--- src/design/ospt_pkg.sv ---
/*
 * ospt_pkg: constants, register map, field layouts and types for the
 * single-pulse and pulse-train timer output block.
 * Assumes a 20 MHz system clock and a plain register port.
 */
package ospt_pkg;

	// ****************************************************************
	// timing
	// ****************************************************************
	localparam int CLK_MHZ = 20;
	localparam int MCLK_NS = 1000 / CLK_MHZ;
	localparam int STEP_SCALE = 2000;
	localparam int REF_MHZ = 10;
	// mclk cycles per base step at clock select 0
	localparam int STD_CYC = STEP_SCALE / CLK_MHZ / MCLK_NS;
	localparam int EXT_CYC = STEP_SCALE / REF_MHZ / MCLK_NS;
	localparam logic [4:0] STD_SHIFT = 5'($clog2(STD_CYC));
	localparam logic [4:0] EXT_SHIFT = 5'($clog2(EXT_CYC));
	localparam int TRAIN_PERIOD = 256;
	localparam logic [7:0] HALF_LAST = 8'((TRAIN_PERIOD / 2) - 1);
	localparam logic [7:0] PERIOD_LAST = 8'(TRAIN_PERIOD - 1);

	// ****************************************************************
	// register map
	// ****************************************************************
	localparam int ADDR_W = 4;
	localparam logic [3:0] OFS_CTRL = 4'h0;
	localparam logic [3:0] OFS_CLKSEL = 4'h1;
	localparam logic [3:0] OFS_LOAD = 4'h2;
	localparam logic [3:0] OFS_STATUS = 4'h3;
	localparam logic [3:0] OFS_REMAIN = 4'h4;
	localparam logic [3:0] OFS_IRQ_STAT = 4'h5;
	localparam logic [3:0] OFS_IRQ_CLR = 4'h6;
	localparam logic [3:0] OFS_IRQ_EN = 4'h7;

	localparam logic [11:0] CTRL_RST = 12'h000;
	localparam logic [3:0] SHOT_DEF_CLK = 4'h0;
	localparam logic [3:0] TRAIN_DEF_CLK = 4'h7;

	localparam int IRQ_W = 3;
	localparam int IRQ_SHOT_DONE = 0;
	localparam int IRQ_TRAIN_DONE = 1;
	localparam int IRQ_RETRIG = 2;

	localparam int ST_BUSY = 0;
	localparam int ST_LEVEL = 1;
	localparam int ST_TRAIN = 2;

	// control word layout, bit 0 at the bottom
	typedef struct packed {
		logic [3:0] cfg_clk;
		logic [1:0] rsvd;
		logic cfg_clk_ok;
		logic ext_range;
		logic pin_sel;
		logic init_level;
		logic invert;
		logic mode_train;
	} ospt_ctrl_t;

	typedef enum logic [2:0] {
		OSPT_IDLE = 3'b001,
		OSPT_SHOT = 3'b010,
		OSPT_TRAIN = 3'b100
	} ospt_state_t;

endpackage : ospt_pkg

--- src/design/ospt_prescale.sv ---
/*
 * ospt_prescale: free-running power-of-two divider that gives a one
 * cycle base tick every 2^shift mclk cycles.
 * Assumes shift is held steady by the caller between changes.
 */
`timescale 1ns/10ps
module ospt_prescale import ospt_pkg::*; #(
	parameter int CNT_W = 18
) (
	// clock and reset
	input wire logic mclk,
	input wire logic nrst,
	// divider control
	input wire logic [4:0] shift,
	// base tick
	output logic tick
);

	// ****************************************************************
	// divider
	// ****************************************************************
	logic [CNT_W-1:0] cnt_ff;
	logic [CNT_W-1:0] mask;

	generate
		if (CNT_W < 18) begin : g_chk
			$error("ospt_prescale: CNT_W too small for slowest select");
		end
	endgenerate

	// low shift bits all ones marks the step end
	assign mask = CNT_W'((CNT_W+1)'(1) << shift) - CNT_W'(1);
	assign tick = ((cnt_ff & mask) == mask);

	// free-running count, never restarted, so phase error stays < 1 tick
	always_ff @(posedge mclk or negedge nrst) begin
		if (!nrst) begin
			cnt_ff <= '0;
		end else begin
			cnt_ff <= cnt_ff + CNT_W'(1);
		end
	end

endmodule : ospt_prescale

--- src/design/ospt_timer.sv ---
/*
 * ospt_timer: retriggerable single-pulse and counted pulse-train output
 * on one of two pins, with a register port and a level interrupt.
 * Assumes a 20 MHz mclk and a master that waits for the train to end.
 */
// Decided for this implementation: the plain strobed port and the placing of the registers.
`timescale 1ns/10ps
module ospt_timer import ospt_pkg::*; #(
	parameter int DATA_W = 16,
	parameter int PIN_N = 2,
	parameter bit EXT_RANGE_EN = 1'b1
) (
	// clock and reset
	input wire logic mclk,
	input wire logic nrst,
	// register port
	input wire logic [ADDR_W-1:0] reg_addr,
	input wire logic [DATA_W-1:0] reg_wdata,
	input wire logic reg_wr,
	input wire logic reg_rd,
	output logic [DATA_W-1:0] reg_rdata,
	// output pins
	output logic [PIN_N-1:0] out_pin,
	// interrupt
	output logic irq
);

	generate
		if (DATA_W != 16 || PIN_N != 2) begin : g_chk
			$error("ospt_timer: only 16-bit data and two pins supported");
		end
	endgenerate

	// ****************************************************************
	// register decode
	// ****************************************************************
	logic wr_ctrl;
	logic wr_clk;
	logic wr_load;
	logic wr_iclr;
	logic wr_ien;
	assign wr_ctrl = reg_wr && (reg_addr == OFS_CTRL);
	assign wr_clk = reg_wr && (reg_addr == OFS_CLKSEL);
	assign wr_load = reg_wr && (reg_addr == OFS_LOAD);
	assign wr_iclr = reg_wr && (reg_addr == OFS_IRQ_CLR);
	assign wr_ien = reg_wr && (reg_addr == OFS_IRQ_EN);

	ospt_ctrl_t ctrl_ff;
	logic [3:0] rt_clk_ff;
	logic rt_ok_ff;
	logic [DATA_W-1:0] load_ff;
	logic [IRQ_W-1:0] istat_ff;
	logic [IRQ_W-1:0] ien_ff;
	logic [DATA_W-1:0] rdata_ff;

	// ****************************************************************
	// clock select
	// ****************************************************************
	logic [3:0] def_clk;
	logic [3:0] raw_clk;
	logic [3:0] eff_clk;
	logic ext_on;
	logic [4:0] shift;
	logic tick;

	assign def_clk = ctrl_ff.mode_train ? TRAIN_DEF_CLK : SHOT_DEF_CLK;
	assign raw_clk = rt_ok_ff ? rt_clk_ff :
		(ctrl_ff.cfg_clk_ok ? ctrl_ff.cfg_clk : def_clk);
	assign ext_on = EXT_RANGE_EN && ctrl_ff.ext_range;
	// standard range keeps three bits, extended keeps four
	assign eff_clk = ext_on ? raw_clk : {1'b0, raw_clk[2:0]};
	assign shift = 5'(eff_clk) + (ext_on ? EXT_SHIFT : STD_SHIFT);

	ospt_prescale u_pre (
		.mclk(mclk),
		.nrst(nrst),
		.shift(shift),
		.tick(tick)
	);

	// ****************************************************************
	// sequencing
	// ****************************************************************
	ospt_state_t state_ff;
	ospt_state_t nxt_state;
	logic [DATA_W-1:0] cnt_ff;
	logic [DATA_W-1:0] nxt_cnt;
	logic [7:0] phase_ff;
	logic [7:0] nxt_phase;
	logic level_ff;
	logic nxt_level;
	logic [IRQ_W-1:0] ev;
	logic act_lvl;
	logic idle_lvl;
	logic shot_end;
	logic half_end;
	logic per_end;
	logic train_end;
	logic busy;

	assign act_lvl = ~ctrl_ff.invert;
	assign idle_lvl = ctrl_ff.invert;
	assign busy = (state_ff != OSPT_IDLE);
	assign shot_end = (state_ff == OSPT_SHOT) && tick &&
		(cnt_ff == load_ff - DATA_W'(1));
	assign half_end = (state_ff == OSPT_TRAIN) && tick &&
		(phase_ff == HALF_LAST);
	assign per_end = (state_ff == OSPT_TRAIN) && tick &&
		(phase_ff == PERIOD_LAST);
	assign train_end = per_end && (cnt_ff == DATA_W'(1));

	// next state, count, phase and pin level
	always_comb begin
		nxt_state = state_ff;
		nxt_cnt = cnt_ff;
		nxt_phase = phase_ff;
		nxt_level = level_ff;
		ev = '0;
		if (wr_ctrl) begin
			nxt_state = OSPT_IDLE;
			nxt_level = reg_wdata[2];
		end else if (wr_load) begin
			ev[IRQ_RETRIG] = busy;
			nxt_cnt = ctrl_ff.mode_train ? reg_wdata : '0;
			nxt_phase = '0;
			if (reg_wdata == '0) begin
				nxt_state = OSPT_IDLE;
				nxt_level = ctrl_ff.mode_train ? idle_lvl : 1'b0;
			end else begin
				nxt_state = ctrl_ff.mode_train ? OSPT_TRAIN : OSPT_SHOT;
				nxt_level = act_lvl;
			end
		end else begin
			unique case (state_ff)
				OSPT_IDLE: begin
				end
				OSPT_SHOT: begin
					if (shot_end) begin
						nxt_state = OSPT_IDLE;
						nxt_level = idle_lvl;
						ev[IRQ_SHOT_DONE] = 1'b1;
					end else if (tick) begin
						nxt_cnt = cnt_ff + DATA_W'(1);
					end
				end
				OSPT_TRAIN: begin
					if (tick) begin
						nxt_phase = phase_ff + 8'h01;
					end
					if (half_end) begin
						nxt_level = idle_lvl;
					end
					if (train_end) begin
						nxt_state = OSPT_IDLE;
						ev[IRQ_TRAIN_DONE] = 1'b1;
					end else if (per_end) begin
						nxt_cnt = cnt_ff - DATA_W'(1);
						nxt_level = act_lvl;
					end
				end
			endcase
		end
	end

	always_ff @(posedge mclk or negedge nrst) begin
		if (!nrst) begin
			state_ff <= OSPT_IDLE;
			cnt_ff <= '0;
			phase_ff <= '0;
			level_ff <= 1'b0;
		end else begin
			state_ff <= nxt_state;
			cnt_ff <= nxt_cnt;
			phase_ff <= nxt_phase;
			level_ff <= nxt_level;
		end
	end

	// ****************************************************************
	// pin routing
	// ****************************************************************
	logic [PIN_N-1:0] nxt_pin;
	logic [PIN_N-1:0] pin_ff;
	logic [0:0] nxt_sel;
	assign nxt_sel = wr_ctrl ? reg_wdata[3] : ctrl_ff.pin_sel;

	// unselected pin is parked at 0
	generate
		for (genvar i = 0; i < PIN_N; i++) begin : g_pin
			assign nxt_pin[i] = (nxt_sel == 1'(i)) ? nxt_level : 1'b0;
		end
	endgenerate

	always_ff @(posedge mclk or negedge nrst) begin
		if (!nrst) begin
			pin_ff <= '0;
		end else begin
			pin_ff <= nxt_pin;
		end
	end
	assign out_pin = pin_ff;

	// ****************************************************************
	// registers
	// ****************************************************************
	// config and run-time select; init write drops the override
	always_ff @(posedge mclk or negedge nrst) begin
		if (!nrst) begin
			ctrl_ff <= CTRL_RST;
			rt_clk_ff <= SHOT_DEF_CLK;
			rt_ok_ff <= 1'b0;
			load_ff <= '0;
		end else begin
			if (wr_ctrl) begin
				ctrl_ff <= ospt_ctrl_t'(reg_wdata[11:0] & 12'hF3F);
				rt_ok_ff <= 1'b0;
			end else if (wr_clk) begin
				rt_clk_ff <= reg_wdata[3:0];
				rt_ok_ff <= 1'b1;
			end
			if (wr_load) begin
				load_ff <= reg_wdata;
			end
		end
	end

	// sticky events, a set beats a clear in the same cycle
	always_ff @(posedge mclk or negedge nrst) begin
		if (!nrst) begin
			istat_ff <= '0;
			ien_ff <= '0;
		end else begin
			istat_ff <= ev | (istat_ff & ~(wr_iclr ? reg_wdata[IRQ_W-1:0] : '0));
			if (wr_ien) begin
				ien_ff <= reg_wdata[IRQ_W-1:0];
			end
		end
	end
	assign irq = |(istat_ff & ien_ff);

	// read mux, unmapped and write-only offsets read zero
	logic [DATA_W-1:0] rd_mux;
	logic [DATA_W-1:0] st_word;
	assign st_word = DATA_W'({ctrl_ff.mode_train, level_ff, busy});
	assign rd_mux =
		(reg_addr == OFS_CTRL) ? DATA_W'(ctrl_ff) :
		(reg_addr == OFS_CLKSEL) ? DATA_W'(eff_clk) :
		(reg_addr == OFS_LOAD) ? load_ff :
		(reg_addr == OFS_STATUS) ? st_word :
		(reg_addr == OFS_REMAIN) ? cnt_ff :
		(reg_addr == OFS_IRQ_STAT) ? DATA_W'(istat_ff) :
		(reg_addr == OFS_IRQ_EN) ? DATA_W'(ien_ff) : '0;

	always_ff @(posedge mclk or negedge nrst) begin
		if (!nrst) begin
			rdata_ff <= '0;
		end else begin
			rdata_ff <= reg_rd ? rd_mux : '0;
		end
	end
	assign reg_rdata = rdata_ff;
endmodule : ospt_timer

--- config.mk ---
export PLATFORM = sky130hd
export DESIGN_NAME = ospt_timer
export DESIGN_NICKNAME = d
export VERILOG_FILES = /design/src/design/ospt_pkg.sv /design/src/design/ospt_prescale.sv /design/src/design/ospt_timer.sv
export SDC_FILE = /design/constraint.sdc
export NUM_CORES = 1
export LEC_CHECK = 0
export ABC_AREA = 1
export BUFFER_PORTS_ARGS = -buffer_cell sky130_fd_sc_hd__buf_2
export CAP_MARGIN = 10
export CELL_PAD_IN_SITES_DETAIL_PLACEMENT = 0
export CELL_PAD_IN_SITES_GLOBAL_PLACEMENT = 1
export CORE_MARGIN = 1.5
export CORE_UTILIZATION = 45
export DETAILED_ROUTE_END_ITERATION = 6
export HOLD_SLACK_MARGIN = 0.1
export PLACE_DENSITY_LB_ADDON = 0.1
export SLEW_MARGIN = 20
export SYNTH_ARGS = -nofsm -noshare
export SYNTH_HDL_FRONTEND = slang
export SYNTH_HIERARCHICAL = 1
export SYNTH_SLANG_ARGS = --single-unit
--- constraint.sdc ---
create_clock -name mclk -period 4.8 [get_ports mclk]
set_input_delay 0 -clock mclk [delete_from_list [all_inputs] [get_ports mclk]]
set_output_delay 0 -clock mclk [all_outputs]
set_load 0.1 [all_outputs]
# After elaboration in Yosys (flattened, before gate mapping)
# Cells that the tools add are included.
word_totals:
  regBits: 101
  out_inout_bits: 19
  elab_cells: 130
  input_bits: 24
classes:
  mux: 52
  n_eq_ne: 21
  bitwise: 7
  n_reduce_logical: 23
  add_sub_neg: 7
  n_shift: 1
op_table:
  columns: ["operator", "n"]
  rows:
  - ["16-bit 2-to-1 mux", 12]
  - ["3-bit 2-to-1 mux", 11]
  - ["16-bit one-hot mux with 2 select lines", 1]
  - ["16-bit by 1-bit subtractor with 16-bit output (second input constant)", 2]
  - ["8-bit 2-to-1 mux", 3]
  - ["18-bit by 1-bit adder with 18-bit output (second input constant)", 1]
  - ["18-bit AND", 1]
  - ["18-bit == test", 1]
  - ["1-bit 2-to-1 mux", 18]
  - ["1-bit by 5-bit left shift with 18-bit output (first input constant)", 1]
  - ["18-bit by 2-bit subtractor with 18-bit output (second input constant)", 1]
  - ["16-bit by 1-bit adder with 16-bit output (second input constant)", 1]
  - ["16-bit by 1-bit == test with 1-bit output (second input constant)", 1]
  - ["16-bit == test", 1]
  - ["4-bit by 3-bit == test with 1-bit output (second input constant)", 4]
  - ["16-bit logical NOT", 1]
  - ["4-bit 2-to-1 mux", 3]
  - ["3-bit != test (second input constant)", 4]
  - ["1-bit logical AND", 11]
  - ["8-bit by 1-bit adder with 8-bit output (second input constant)", 1]
  - ["4-bit by 2-bit == test with 1-bit output (second input constant)", 2]
  - ["8-bit by 7-bit == test with 1-bit output (second input constant)", 1]
  - ["8-bit == test (second input constant)", 1]
  - ["4-bit != test (second input constant)", 2]
  - ["other kinds (20)", 26]

# Longest topological paths before layout
# Gate-level depths: netlist of run 1.
depth:
  word_depth: 18
  ltp_mapped: 35
  depth_no_buf: 34

# Hierarchy
# Netlist of run 1, hierarchy kept.
modules_own_cells:
  columns: ["mod", "area_each_um2", "cells_per_inst", "n_inst", "seq_area_each_um2"]
  rows:
  - ["ospt_timer", 5240.0, 725, 1, 2078.2]
  - ["ospt_prescale", 1432.6, 196, 1, 450.4]

# Worst setup path before layout of run 1
# Ideal clock, no wire load.
synth_path:
  path_kind: "register -> register"
  startpoint: "register ctrl_ff[0] (netlist name)"
  endpoint: "register, netlist name cnt_ff[4]"
  t_arrival_ns: 3.909
  path_slack_ns: 0.769
  n_path_buf: 2
  required_ns: 4.678
  stages_incl_launch_ff: 35
  period_less_slack_ns: 4.031
  setup_time_ns: 0.122
  path_cell_list: "dfrtp_1 nor2_1 nor2_1 o21ai_0 nand2_1 ha_1 a21oi_1 nor2_1 xnor2_1 nor2_1 buf_4 nand3_1 ha_1 nand2_1 nor2_2 nand2_1 nand3_1 nand2_1 nor2_1 nand3_1 nor2_2 inv_1 a21oi_1 nand2_1 nor2_1 nand2_1 nor2_1 nand3_1 nor2_2 nand3_2 nand2_4 inv_4 buf_6 nand2_1 o21ai_2"
synth_rtl:
  columns: ["element", "line_no", "rtl"]
  rows:
  - ["from (decl)", "ospt_timer.sv:48", "ospt_ctrl_t ctrl_ff;"]
  - ["from (signal assigned)", "ospt_timer.sv:215", "ctrl_ff <= ospt_ctrl_t'(reg_wdata[11:0] & 12'hF3F);"]

==> impl_metrics.json, run 1 <==
{
  "layout_commonest_cell": "nand2_1",
  "setup.worst_path.class": "flop to flop",
  "fillers": 1451,
  "drt_iter0_drc": 472,
  "use_met2_pct": 44.83,
  "layout_common_cells": "nand2_1 (231), inv_1 (104), dfrtp_1 (100)",
  "p_sw_share_pct": 47.24,
  "start_kind": "flop",
  "final_nets": 1019,
  "syn_area_um2": 6673,
  "placedInstanceArea_um2": 7062,
  "final_min_period_over_clock_period_pct": 92.33,
  "final_util_pct": 53.23,
  "htreeDepth": 3,
  "ff_latch_area_um2": 2529,
  "ir_drop_mv": 0.3494,
  "slew_headroom_pct": 41.46,
  "dieArea_um2": 15570,
  "grt_util_met3_pct": 4.253,
  "cp-startpoint": "ctrl_ff[5]",
  "syn2layout_area_growth_pct": 15.51,
  "netlist_instances": 921,
  "gr-total-overflow": 0,
  "leakage_nw": 3.666,
  "ys_types": 53,
  "yosys_warnings": 6,
  "clkPwrFrac_pct": 20.1,
  "firstDrtPassIters": 5,
  "cap_violations": 0,
  "rows": 44,
  "power_switching_mw": 1.833,
  "hold-worst-slack_ns": 0.1330,
  "io_pins": 43,
  "fmax_mhz": 225.6,
  "busiest_layer": "met2",
  "cts_sinks": 101,
  "ys_seq_elements": 101,
  "initial_core_util_pct": 46.09,
  "drt_wl_total_mm": 20.20,
  "routed-via-count": 6337,
  "avgSynthCellArea_um2": 7.245,
  "seqPwrFrac_pct": 32.1,
  "hpwl_mm": 15.20,
  "yosysSeqAreaShare_pct": 37.90,
  "cts_tree": "built",
  "critical_path.max_fanout": 8,
  "grt_max_degree": 65,
  "cts-root-buf": "clkbuf_16",
  "rr_startpoint": "ctrl_ff[5]",
  "grt_usage_pct": 27.05,
  "die_x_um": 124.8,
  "p_int_mw": 2.047,
  "drive_gt1_share_pct": 16.26,
  "arrival_ns": 4.68,
  "hp-class": "primary input to async pin",
  "cts_buffers": 9,
  "antenna_found_initial": 0,
  "reg2reg_to": "cnt_ff[5]",
  "viasPerCell": 5.398,
  "drt-wirelength-per-cell_um": 17.20,
  "r2r_cells": 27,
  "finalCriticalPeriod_ns": 4.432,
  "die_y_um": 124.8,
  "crit_path_end": "cnt_ff[5]",
  "cts_max_path_buffers": 2,
  "worst_slew_pin_slew_ns": 0.8781,
  "worstPathRequired_ns": 5.05,
  "io_buffer_count": 42,
  "r2r_setup_slack_ns": 0.37,
  "grt_pass1_vias": 6341,
  "use_met1_pct": 35.96,
  "clkLatencyLatePin_ns": 0.37,
  "drcViolationCount": 0,
  "final_cell_area_um2": 7707,
  "instances_no_fill": 1174,
  "power.density_nw_per_um2": 503.4,
  "clk_pin_slew_ns": 0.08,
  "finClkSkew_ns": 0.009778,
  "finalSetupViolations": 0,
  "finalMaxSlewViolations": 0,
  "placedCellCount": 1131,
  "multi_input_area_um2": 3660,
  "diodes": 0,
  "status": "finished, final reports clean",
  "synthesis.nets": 955,
  "ant_nets": 0,
  "power.total_mw": 3.880,
  "cp-end-kind": "flop",
  "grt_pass1_wl_mm": 33.12,
  "comb_power_share_pct": 47.8,
  "gp_congestion": 0.8822,
  "core_area_um2": 14480,
  "final_hold_viol_count": 0
}
## layout make-up
class,count,share of cell area (%)
repair buffers,78,6.981
inverters,117,5.763
flip-flops and latches,101,32.81
multi-input cells,678,47.48
well taps,184,2.987
clock inverters,7,1.055
clock buffers,9,2.922
## registers in the layout (all words and copies together) (netlist names)
register,flops
ctrl_ff,8
out_pin,2
phase_ff,8
cnt_ff,16
ext_on,1
idle_lvl,1
rt_ok_ff,1
rt_clk_ff,4
ien_ff,3
state_ff,3
u_pre/cnt_ff,18
load_ff,16
reg_rdata,16
level_ff,1
istat_ff,3
## per-stage QoR
step | setup WS, ns | TNS, ns
final | 0.3680 | 0
after global routing | -0.04553 | -0.3385
after CTS | 0.09404 | 0
after detailed placement | 0.04518 | 0
after global placement | 0.1729 | 0
after floorplan | 0.7686 | 0
## kinds of logic (layout without fill, tap and decap cells)
logic type / after synthesis / in the layout / share of synthesized area (%)
buffers and inverters: 142 / 211 / 8.475
flip-flops: 101 / 101 / 37.90
adder cells (fa/ha/maj): 10 / 10 / 1.988
multiplexers: 1 / 1 / 0.1687
AO/OA/AOI/OAI: 160 / 160 / 14.23
AND/OR/NAND/NOR: 470 / 470 / 32.38
XOR/XNOR: 37 / 37 / 4.857
## cell usage after synthesis, drive strengths merged
master / number / area share [%]
o22ai: 9 / 0.84
o21ai: 81 / 6.5
xor2: 29 / 3.8
a21oi: 42 / 3.3
inv: 115 / 6.5
nand2: 239 / 14
and3: 1 / 0.094
a221oi: 8 / 1.1
or2: 1 / 0.094
nand3: 68 / 6.1
o221ai: 1 / 0.13
a21boi: 1 / 0.11
nor3b: 2 / 0.22
and2: 2 / 0.19
o211ai: 3 / 0.34
mux2: 1 / 0.17
nor3: 29 / 2.6
dfrtp: 100 / 38
xnor2: 8 / 1.1
o2111ai: 1 / 0.13
o32ai: 2 / 0.26
clkbuf: 14 / 0.79
o31ai: 2 / 0.22
nor4: 6 / 0.56
a21o: 1 / 0.11
a22oi: 1 / 0.11
nand3b: 1 / 0.11
nand4: 6 / 0.56
nor2: 115 / 8.0
clkinv: 2 / 0.11
dfstp: 1 / 0.39
buf: 11 / 1.0
a211oi: 3 / 0.34
fa: 1 / 0.30
a31oi: 5 / 0.79
ha: 9 / 1.7
## how the worst min path moves through the flow
| stage | depth (start not counted) | endpoint | slack (ns) |
|---|---|---|---|
| after CTS | 6 | reg_rdata[13] | 0.14 |
| after detailed placement | 1 | reg_rdata[3] | -0.003 |
| after global routing | 2 | reg_rdata[1] | 0.18 |
| final | 2 | reg_rdata[1] | 0.13 |
| after global placement | 1 | reg_rdata[3] | -0.01 |
| after floorplan | 0 | cnt_ff[0] | -0.30 |
## timing repair
item	4_1_cts	5_1_grt
hold buffers	22	0
endpoints found under the hold margin	95	0
resized for setup	1	21
pin swaps	0	6
endpoints found under the setup margin	1	26
buffers inserted	0	5
## worst max-delay path, cell delays in order (launching register included)
cell,delay [ns]
dfrtp_1,0.42
nor2_2,0.13
nor2_2,0.05
o21ai_0,0.08
nand2_1,0.09
ha_1,0.22
fa_2,0.55
nor2_4,0.19
nand3_1,0.10
ha_1,0.28
nor2_1,0.04
nor2_1,0.09
nand2_1,0.06
nor2_1,0.09
nand4_1,0.12
nor2_2,0.14
nand3_2,0.11
nor2_4,0.16
inv_1,0.09
nor2_1,0.21
inv_1,0.11
nor2_1,0.16
nand2_1,0.12
a21oi_2,0.19
nand2_4,0.08
buf_4,0.17
o21ai_0,0.15
o21ai_1,0.10
## power by group through the flow
| stage | clock (mW) | combinational, mW | sequential, mW |
|---|---|---|---|
| final | 0.779 | 1.86 | 1.25 |
| after floorplan | 0 | 1.35 | 1.23 |
| after global placement | 0 | 1.77 | 1.24 |
| after detailed placement | 0 | 1.77 | 1.25 |
| after global routing | 0.832 | 2.09 | 1.27 |
| after CTS | 0.797 | 1.79 | 1.23 |
## routing by layer
| layer | vias up | part of all wire (%) |
|---|---|---|
| met5 | - | 0 |
| met4 | 0 | 2.8 |
| met3 | 33 | 3.2 |
| met2 | 144 | 47 |
| met1 | 3034 | 47 |
| li1 | 3126 | - |
(Power assumes the default switching activity.)
==> run 2, diff against run 1 <==
- PLACE_DENSITY: unset -> 0.81
- PLACE_DENSITY_LB_ADDON: 0.1 -> unset
- SETUP_SLACK_MARGIN: unset -> 0.4
==> run 2 against run 1 <==
Against the previous run:
- combinational power grew 13%
- flip-flop and latch count is the same
- utilization grew 3.6 points
- global-route usage shrank 0.81 points
- clock skew is essentially flat
- fmax shrank 1.0%
- power grew 7.6%
- die area is the same
- sequential power is essentially flat
- setup slack lost 0.046 ns
- via count grew 2.9%
- critical endpoint is now cnt_ff[7]
==> impl_metrics.json, run 2 (synthesized netlist as in run 1, its figures left out) <==
{
  "status": "finished, final reports clean",
  "htreeDepth": 3,
  "clkLatencyLatePin_ns": 0.36,
  "slew_headroom_pct": 48.37,
  "multi_input_area_um2": 3781,
  "grt_pass1_wl_mm": 32.11,
  "final_cell_area_um2": 8227,
  "final_hold_viol_count": 0,
  "worstPathRequired_ns": 5.09,
  "p_int_mw": 2.292,
  "gr-total-overflow": 0,
  "clkPwrFrac_pct": 19.4,
  "layout_commonest_cell": "nand2_1",
  "drive_gt1_share_pct": 21.75,
  "cp-end-kind": "flop",
  "core_area_um2": 14480,
  "finClkSkew_ns": 0.009614,
  "diodes": 0,
  "routed-via-count": 6523,
  "regMostFlops": "u_pre/cnt_ff",
  "cap_violations": 0,
  "largest_reg_flops": 18,
  "rows": 44,
  "dp_slack_ns": 0.01539,
  "use_met2_pct": 41.92,
  "worst-path-buf-inv": 5,
  "final_min_period_over_clock_period_pct": 93.30,
  "hp-class": "primary input to flop",
  "gp_congestion": 0.8672,
  "finalCriticalPeriod_ns": 4.478,
  "cts-root-buf": "clkbuf_16",
  "finalSetupViolations": 0,
  "io_pins": 43,
  "antenna_found_initial": 0,
  "critPathMaxStageDelay_ns": 0.40,
  "slowest_stage": "dfrtp_1",
  "io_buffer_count": 42,
  "drcViolationCount": 0,
  "busiest_layer": "met2",
  "worst_slack_ns": 0.3217,
  "syn2layout_area_growth_pct": 23.29,
  "firstDrtPassIters": 5,
  "setup.worst_path.class": "flop to flop",
  "start_kind": "flop",
  "viasPerCell": 5.373,
  "worst_slew_pin_slew_ns": 0.7663,
  "drt_iter0_drc": 537,
  "finalMaxSlewViolations": 0,
  "placedInstanceArea_um2": 7092,
  "cts_tree": "built",
  "power_switching_mw": 1.883,
  "cts_sinks": 101,
  "leakage_nw": 3.939,
  "final_nets": 1059,
  "drt-wirelength-per-cell_um": 16.63,
  "seqPwrFrac_pct": 30.0,
  "setup_tns_ns": 0,
  "fmax_mhz": 223.3,
  "grt_pass1_vias": 6016,
  "layout_common_cells": "nand2_1 (227), inv_1 (103), dfrtp_1 (99)",
  "cts_max_path_buffers": 2,
  "die_y_um": 124.8,
  "dieArea_um2": 15570,
  "power.density_nw_per_um2": 507.5,
  "rsz0062_at_grt": "true",
  "die_x_um": 124.8,
  "use_met1_pct": 36.65,
  "arrival_ns": 4.77,
  "comb_power_share_pct": 50.6,
  "cts_buffers": 9,
  "grt_util_met3_pct": 4.682,
  "critPathTopFamily": "simple AND/OR/NAND/NOR gates",
  "fillers": 1377,
  "grt_usage_pct": 26.24,
  "initial_core_util_pct": 46.09,
  "grt_max_degree": 53,
  "clk_pin_slew_ns": 0.08,
  "ant_nets": 0,
  "p_sw_share_pct": 45.11,
  "ir_drop_mv": 0.2287,
  "drt_wl_total_mm": 20.19,
  "cp_common_cell": "nor2_1",
  "ff_latch_area_um2": 2530,
  "critical_path.max_fanout": 8,
  "hpwl_mm": 14.31
}
==> run 2: cell count changes in the layout (fill, tap and decap cells not counted), sizes merged <==
cell         delta
dlygate4sd3     -2
bufinv          +1
buf            +42
inv             -1
==> run 2: power by group through the flow <==
| stage | clock (mW) | combinational, mW | sequential (mW) |
|---|---|---|---|
| 2_1_floorplan | 0 | 1.35 | 1.23 |
| 3_3_place_gp | 0 | 1.73 | 1.25 |
| 3_5_place_dp | 0 | 1.73 | 1.25 |
| 4_1_cts | 0.827 | 1.92 | 1.24 |
| 5_1_grt | 0.857 | 2.34 | 1.28 |
| 6_report | 0.808 | 2.11 | 1.25 |
==> run 2: worst reg2reg max path: cells and delay by family, from the launching register on <==
family	cells	cell delay, ns
adder cells (fa/ha/maj)	3	0.86
buffers and inverters	5	0.56
flip-flops	1	0.40
AO/OA/AOI/OAI	4	0.49
XOR/XNOR	1	0.08
AND/OR/NAND/NOR	18	2.00
==> run 2: through the flow <==
step / power [mW] / cells / utilization, % / hold slack [ns]
after global routing: 4.475 / 1214 / 56.82 / 0.1496
after global placement: 2.983 / 1135 / 48.98 / 0.08036
after detailed placement: 2.982 / 1135 / 48.98 / 0.07702
after CTS: 3.986 / 1205 / 54.77 / 0.1012
final: 4.175 / 1214 / 56.82 / 0.1188
after floorplan: 2.573 / 921 / - / -0.2956
==> run 2: final cells by class <==
cell class	count	share of cell area, %
repair buffers	118	11.09
inverters	117	5.490
multi-input cells	678	45.96
clock buffers	9	2.738
well taps	184	2.798
flip-flops and latches	101	30.75
clock inverters	7	1.171
==> run 2: path summary, 6_finish.rpt <==
| check | startpoint | end | slack, ns | cells past startpoint |
|---|---|---|---|---|
| max in group asynchronous | nrst | rt_ok_ff | 3.42 | 3 |
| worst min register to register | u_pre/cnt_ff[0] | u_pre/cnt_ff[0] | 0.48 | 1 |
| worst min-delay path | reg_addr[1] | istat_ff[2] | 0.12 | 4 |
| worst max register to register | ctrl_ff[5] | cnt_ff[7] | 0.32 | 31 |
| min in group asynchronous | nrst | u_pre/cnt_ff[7] | 0.21 | 2 |
| worst max-delay path | ctrl_ff[5] | cnt_ff[7] | 0.32 | 31 |
==> run 2: timing repair <==
item,in CTS,in global routing
hold endpoints to repair,112,0
buffers inserted,34,9
hold buffers,20,0
endpoints found under the setup margin,23,29
gates resized for setup,20,60
pin swaps,14,21
==> run 2: layer usage <==
metal	vias up	wire length [um]
met3	30	1082
met2	196	9433
met5	-	0
met1	3086	9191
li1	3211	-
met4	0	479
==> run 3, diff against run 2 <==
- BUFFER_PORTS_ARGS: -buffer_cell sky130_fd_sc_hd__buf_2 -> -buffer_cell sky130_fd_sc_hd__buf_4
==> run 3 against run 2 <==
Against the previous run:
- die area stayed put
- global-route usage down 0.29 points
- register-to-register slack better by 0.09 ns
- clock skew shrank 0.00075 ns
- worst hold slack improved by 0.0021 ns
- power down 2.2%
- utilization fell by 1.5 points
- first-iteration DRC count up 2.0%
==> impl_metrics.json, run 3 (synthesized netlist as in run 1, its figures left out) <==
{
  "largest_reg_flops": 18,
  "hp-class": "primary input to flop",
  "drcViolationCount": 0,
  "htreeDepth": 3,
  "final_min_period_over_clock_period_pct": 91.50,
  "clkPwrFrac_pct": 21.9,
  "clk_pin_slew_ns": 0.08,
  "power_switching_mw": 1.855,
  "cap_violations": 0,
  "p_sw_share_pct": 45.42,
  "worstPathRequired_ns": 5.10,
  "grt_pass1_wl_mm": 31.67,
  "arrival_ns": 4.69,
  "cp_common_cell": "nor2_1",
  "p_int_mw": 2.230,
  "final_hold_viol_count": 0,
  "hpwl_mm": 14.62,
  "initial_core_util_pct": 46.09,
  "grt_max_degree": 55,
  "syn2layout_area_growth_pct": 19.99,
  "grt_usage_pct": 25.95,
  "multi_input_area_um2": 3725,
  "io_buffer_count": 42,
  "gp_congestion": 0.8700,
  "finClkSkew_ns": 0.008867,
  "worst_slew_pin_slew_ns": 0.7414,
  "slowest_stage": "dfrtp_1",
  "status": "finished, final reports clean",
  "clkLatencyLatePin_ns": 0.37,
  "setup_tns_ns": 0,
  "critPathMaxStageDelay_ns": 0.41,
  "leakage_nw": 3.788,
  "dieArea_um2": 15570,
  "ff_latch_area_um2": 2529,
  "critical_path.max_fanout": 8,
  "fillers": 1457,
  "fmax_mhz": 227.7,
  "drt_wl_total_mm": 19.57,
  "diodes": 0,
  "cp-end-kind": "flop",
  "routed-via-count": 6283,
  "antenna_found_initial": 0,
  "setup.worst_path.class": "flop to flop",
  "gr-total-overflow": 0,
  "rows": 44,
  "drt-wirelength-per-cell_um": 16.53,
  "start_kind": "flop",
  "drt_iter0_drc": 548,
  "io_pins": 43,
  "final_util_pct": 55.30,
  "cts_max_path_buffers": 2,
  "r2r_setup_slack_ns": 0.41,
  "final_nets": 1029,
  "finalMaxSlewViolations": 0,
  "viasPerCell": 5.307,
  "ant_nets": 0,
  "slew_headroom_pct": 50.05,
  "core_area_um2": 14480,
  "grt_pass1_vias": 5976,
  "die_x_um": 124.8,
  "cts_sinks": 101,
  "layout_commonest_cell": "nand2_1",
  "comb_power_share_pct": 47.4,
  "critPathTopFamily": "simple AND/OR/NAND/NOR gates",
  "worst-path-buf-inv": 3,
  "cts_buffers": 9,
  "finalSetupViolations": 0,
  "cts-root-buf": "clkbuf_16",
  "finalCriticalPeriod_ns": 4.392,
  "seqPwrFrac_pct": 30.6,
  "layout_common_cells": "nand2_1 (229), inv_1 (103), dfrtp_1 (100)",
  "die_y_um": 124.8,
  "power.density_nw_per_um2": 510.2,
  "drive_gt1_share_pct": 18.10,
  "cts_tree": "built",
  "firstDrtPassIters": 5,
  "rsz0062_at_grt": "true",
  "regMostFlops": "u_pre/cnt_ff",
  "ir_drop_mv": 0.2394
}
[run 3: power groups by stage]
stage	Combinational (mW)	Sequential, mW	Clock, mW
after CTS	1.86	1.24	0.909
after global placement	1.75	1.26	0
after floorplan	1.35	1.23	0
final	1.94	1.25	0.895
after global routing	2.16	1.28	0.944
after detailed placement	1.76	1.26	0
[run 3: worst paths after layout]
check | start | end | depth (start not counted)
setup / recovery | ctrl_ff[5] | cnt_ff[7] | 32
hold / removal | reg_addr[3] | istat_ff[2] | 5
setup reg to reg | ctrl_ff[5] | cnt_ff[7] | 32
hold reg to reg | u_pre/cnt_ff[0] | u_pre/cnt_ff[0] | 1
max in group asynchronous | nrst | load_ff[0] | 3
min in group asynchronous | nrst | u_pre/cnt_ff[6] | 2
[run 3: routing by layer]
layer	up-vias	routed length, um	GRT usage (%)	part of all wire (%)
li1	3146	-	-	-
met1	2958	9113	36.65	47
met2	158	9125	40.98	47
met3	21	978	4.338	5.0
met4	0	352	7.573	1.8
met5	-	0	0	0
[run 3: final cells by class]
type                    instances  area share (%)
flip-flops and latches        101           31.58
multi-input cells             678           46.52
clock buffers                   9           2.813
well taps                     184           2.875
repair buffers                 88           9.001
inverters                     117           5.610
clock inverters                 7           1.594
[run 3: worst min-delay path, delay by kind of cell]
kind	cells	cell delay, ns
simple gates	2	0.21
buf+inv	1	0.09
compound gates	2	0.15
[run 3: repair_timing]
item / 4_1_cts / 5_1_grt
hold buffers: 21 / 0
setup endpoints to repair: 22 / 28
pin swaps: 13 / 22
resized for setup: 17 / 28
setup buffers: 9 / 4
endpoints found under the hold margin: 110 / 0
[run 3: stage by stage]
stage | instance area (um2) | hold slack, ns | cells | setup WS (ns) | total power, mW
6_report | 8006 | 0.1209 | 1184 | 0.4082 | 4.085
5_1_grt | 8006 | 0.1723 | 1184 | 0.1436 | 4.384
4_1_cts | 7869 | 0.1211 | 1180 | 0.4003 | 4.010
3_5_place_dp | 7187 | 0.06833 | 1134 | 0.06867 | 3.016
3_3_place_gp | 7187 | 0.06824 | 1134 | 0.1407 | 3.006
2_1_floorplan | 6673 | -0.2956 | 921 | 0.7686 | 2.573
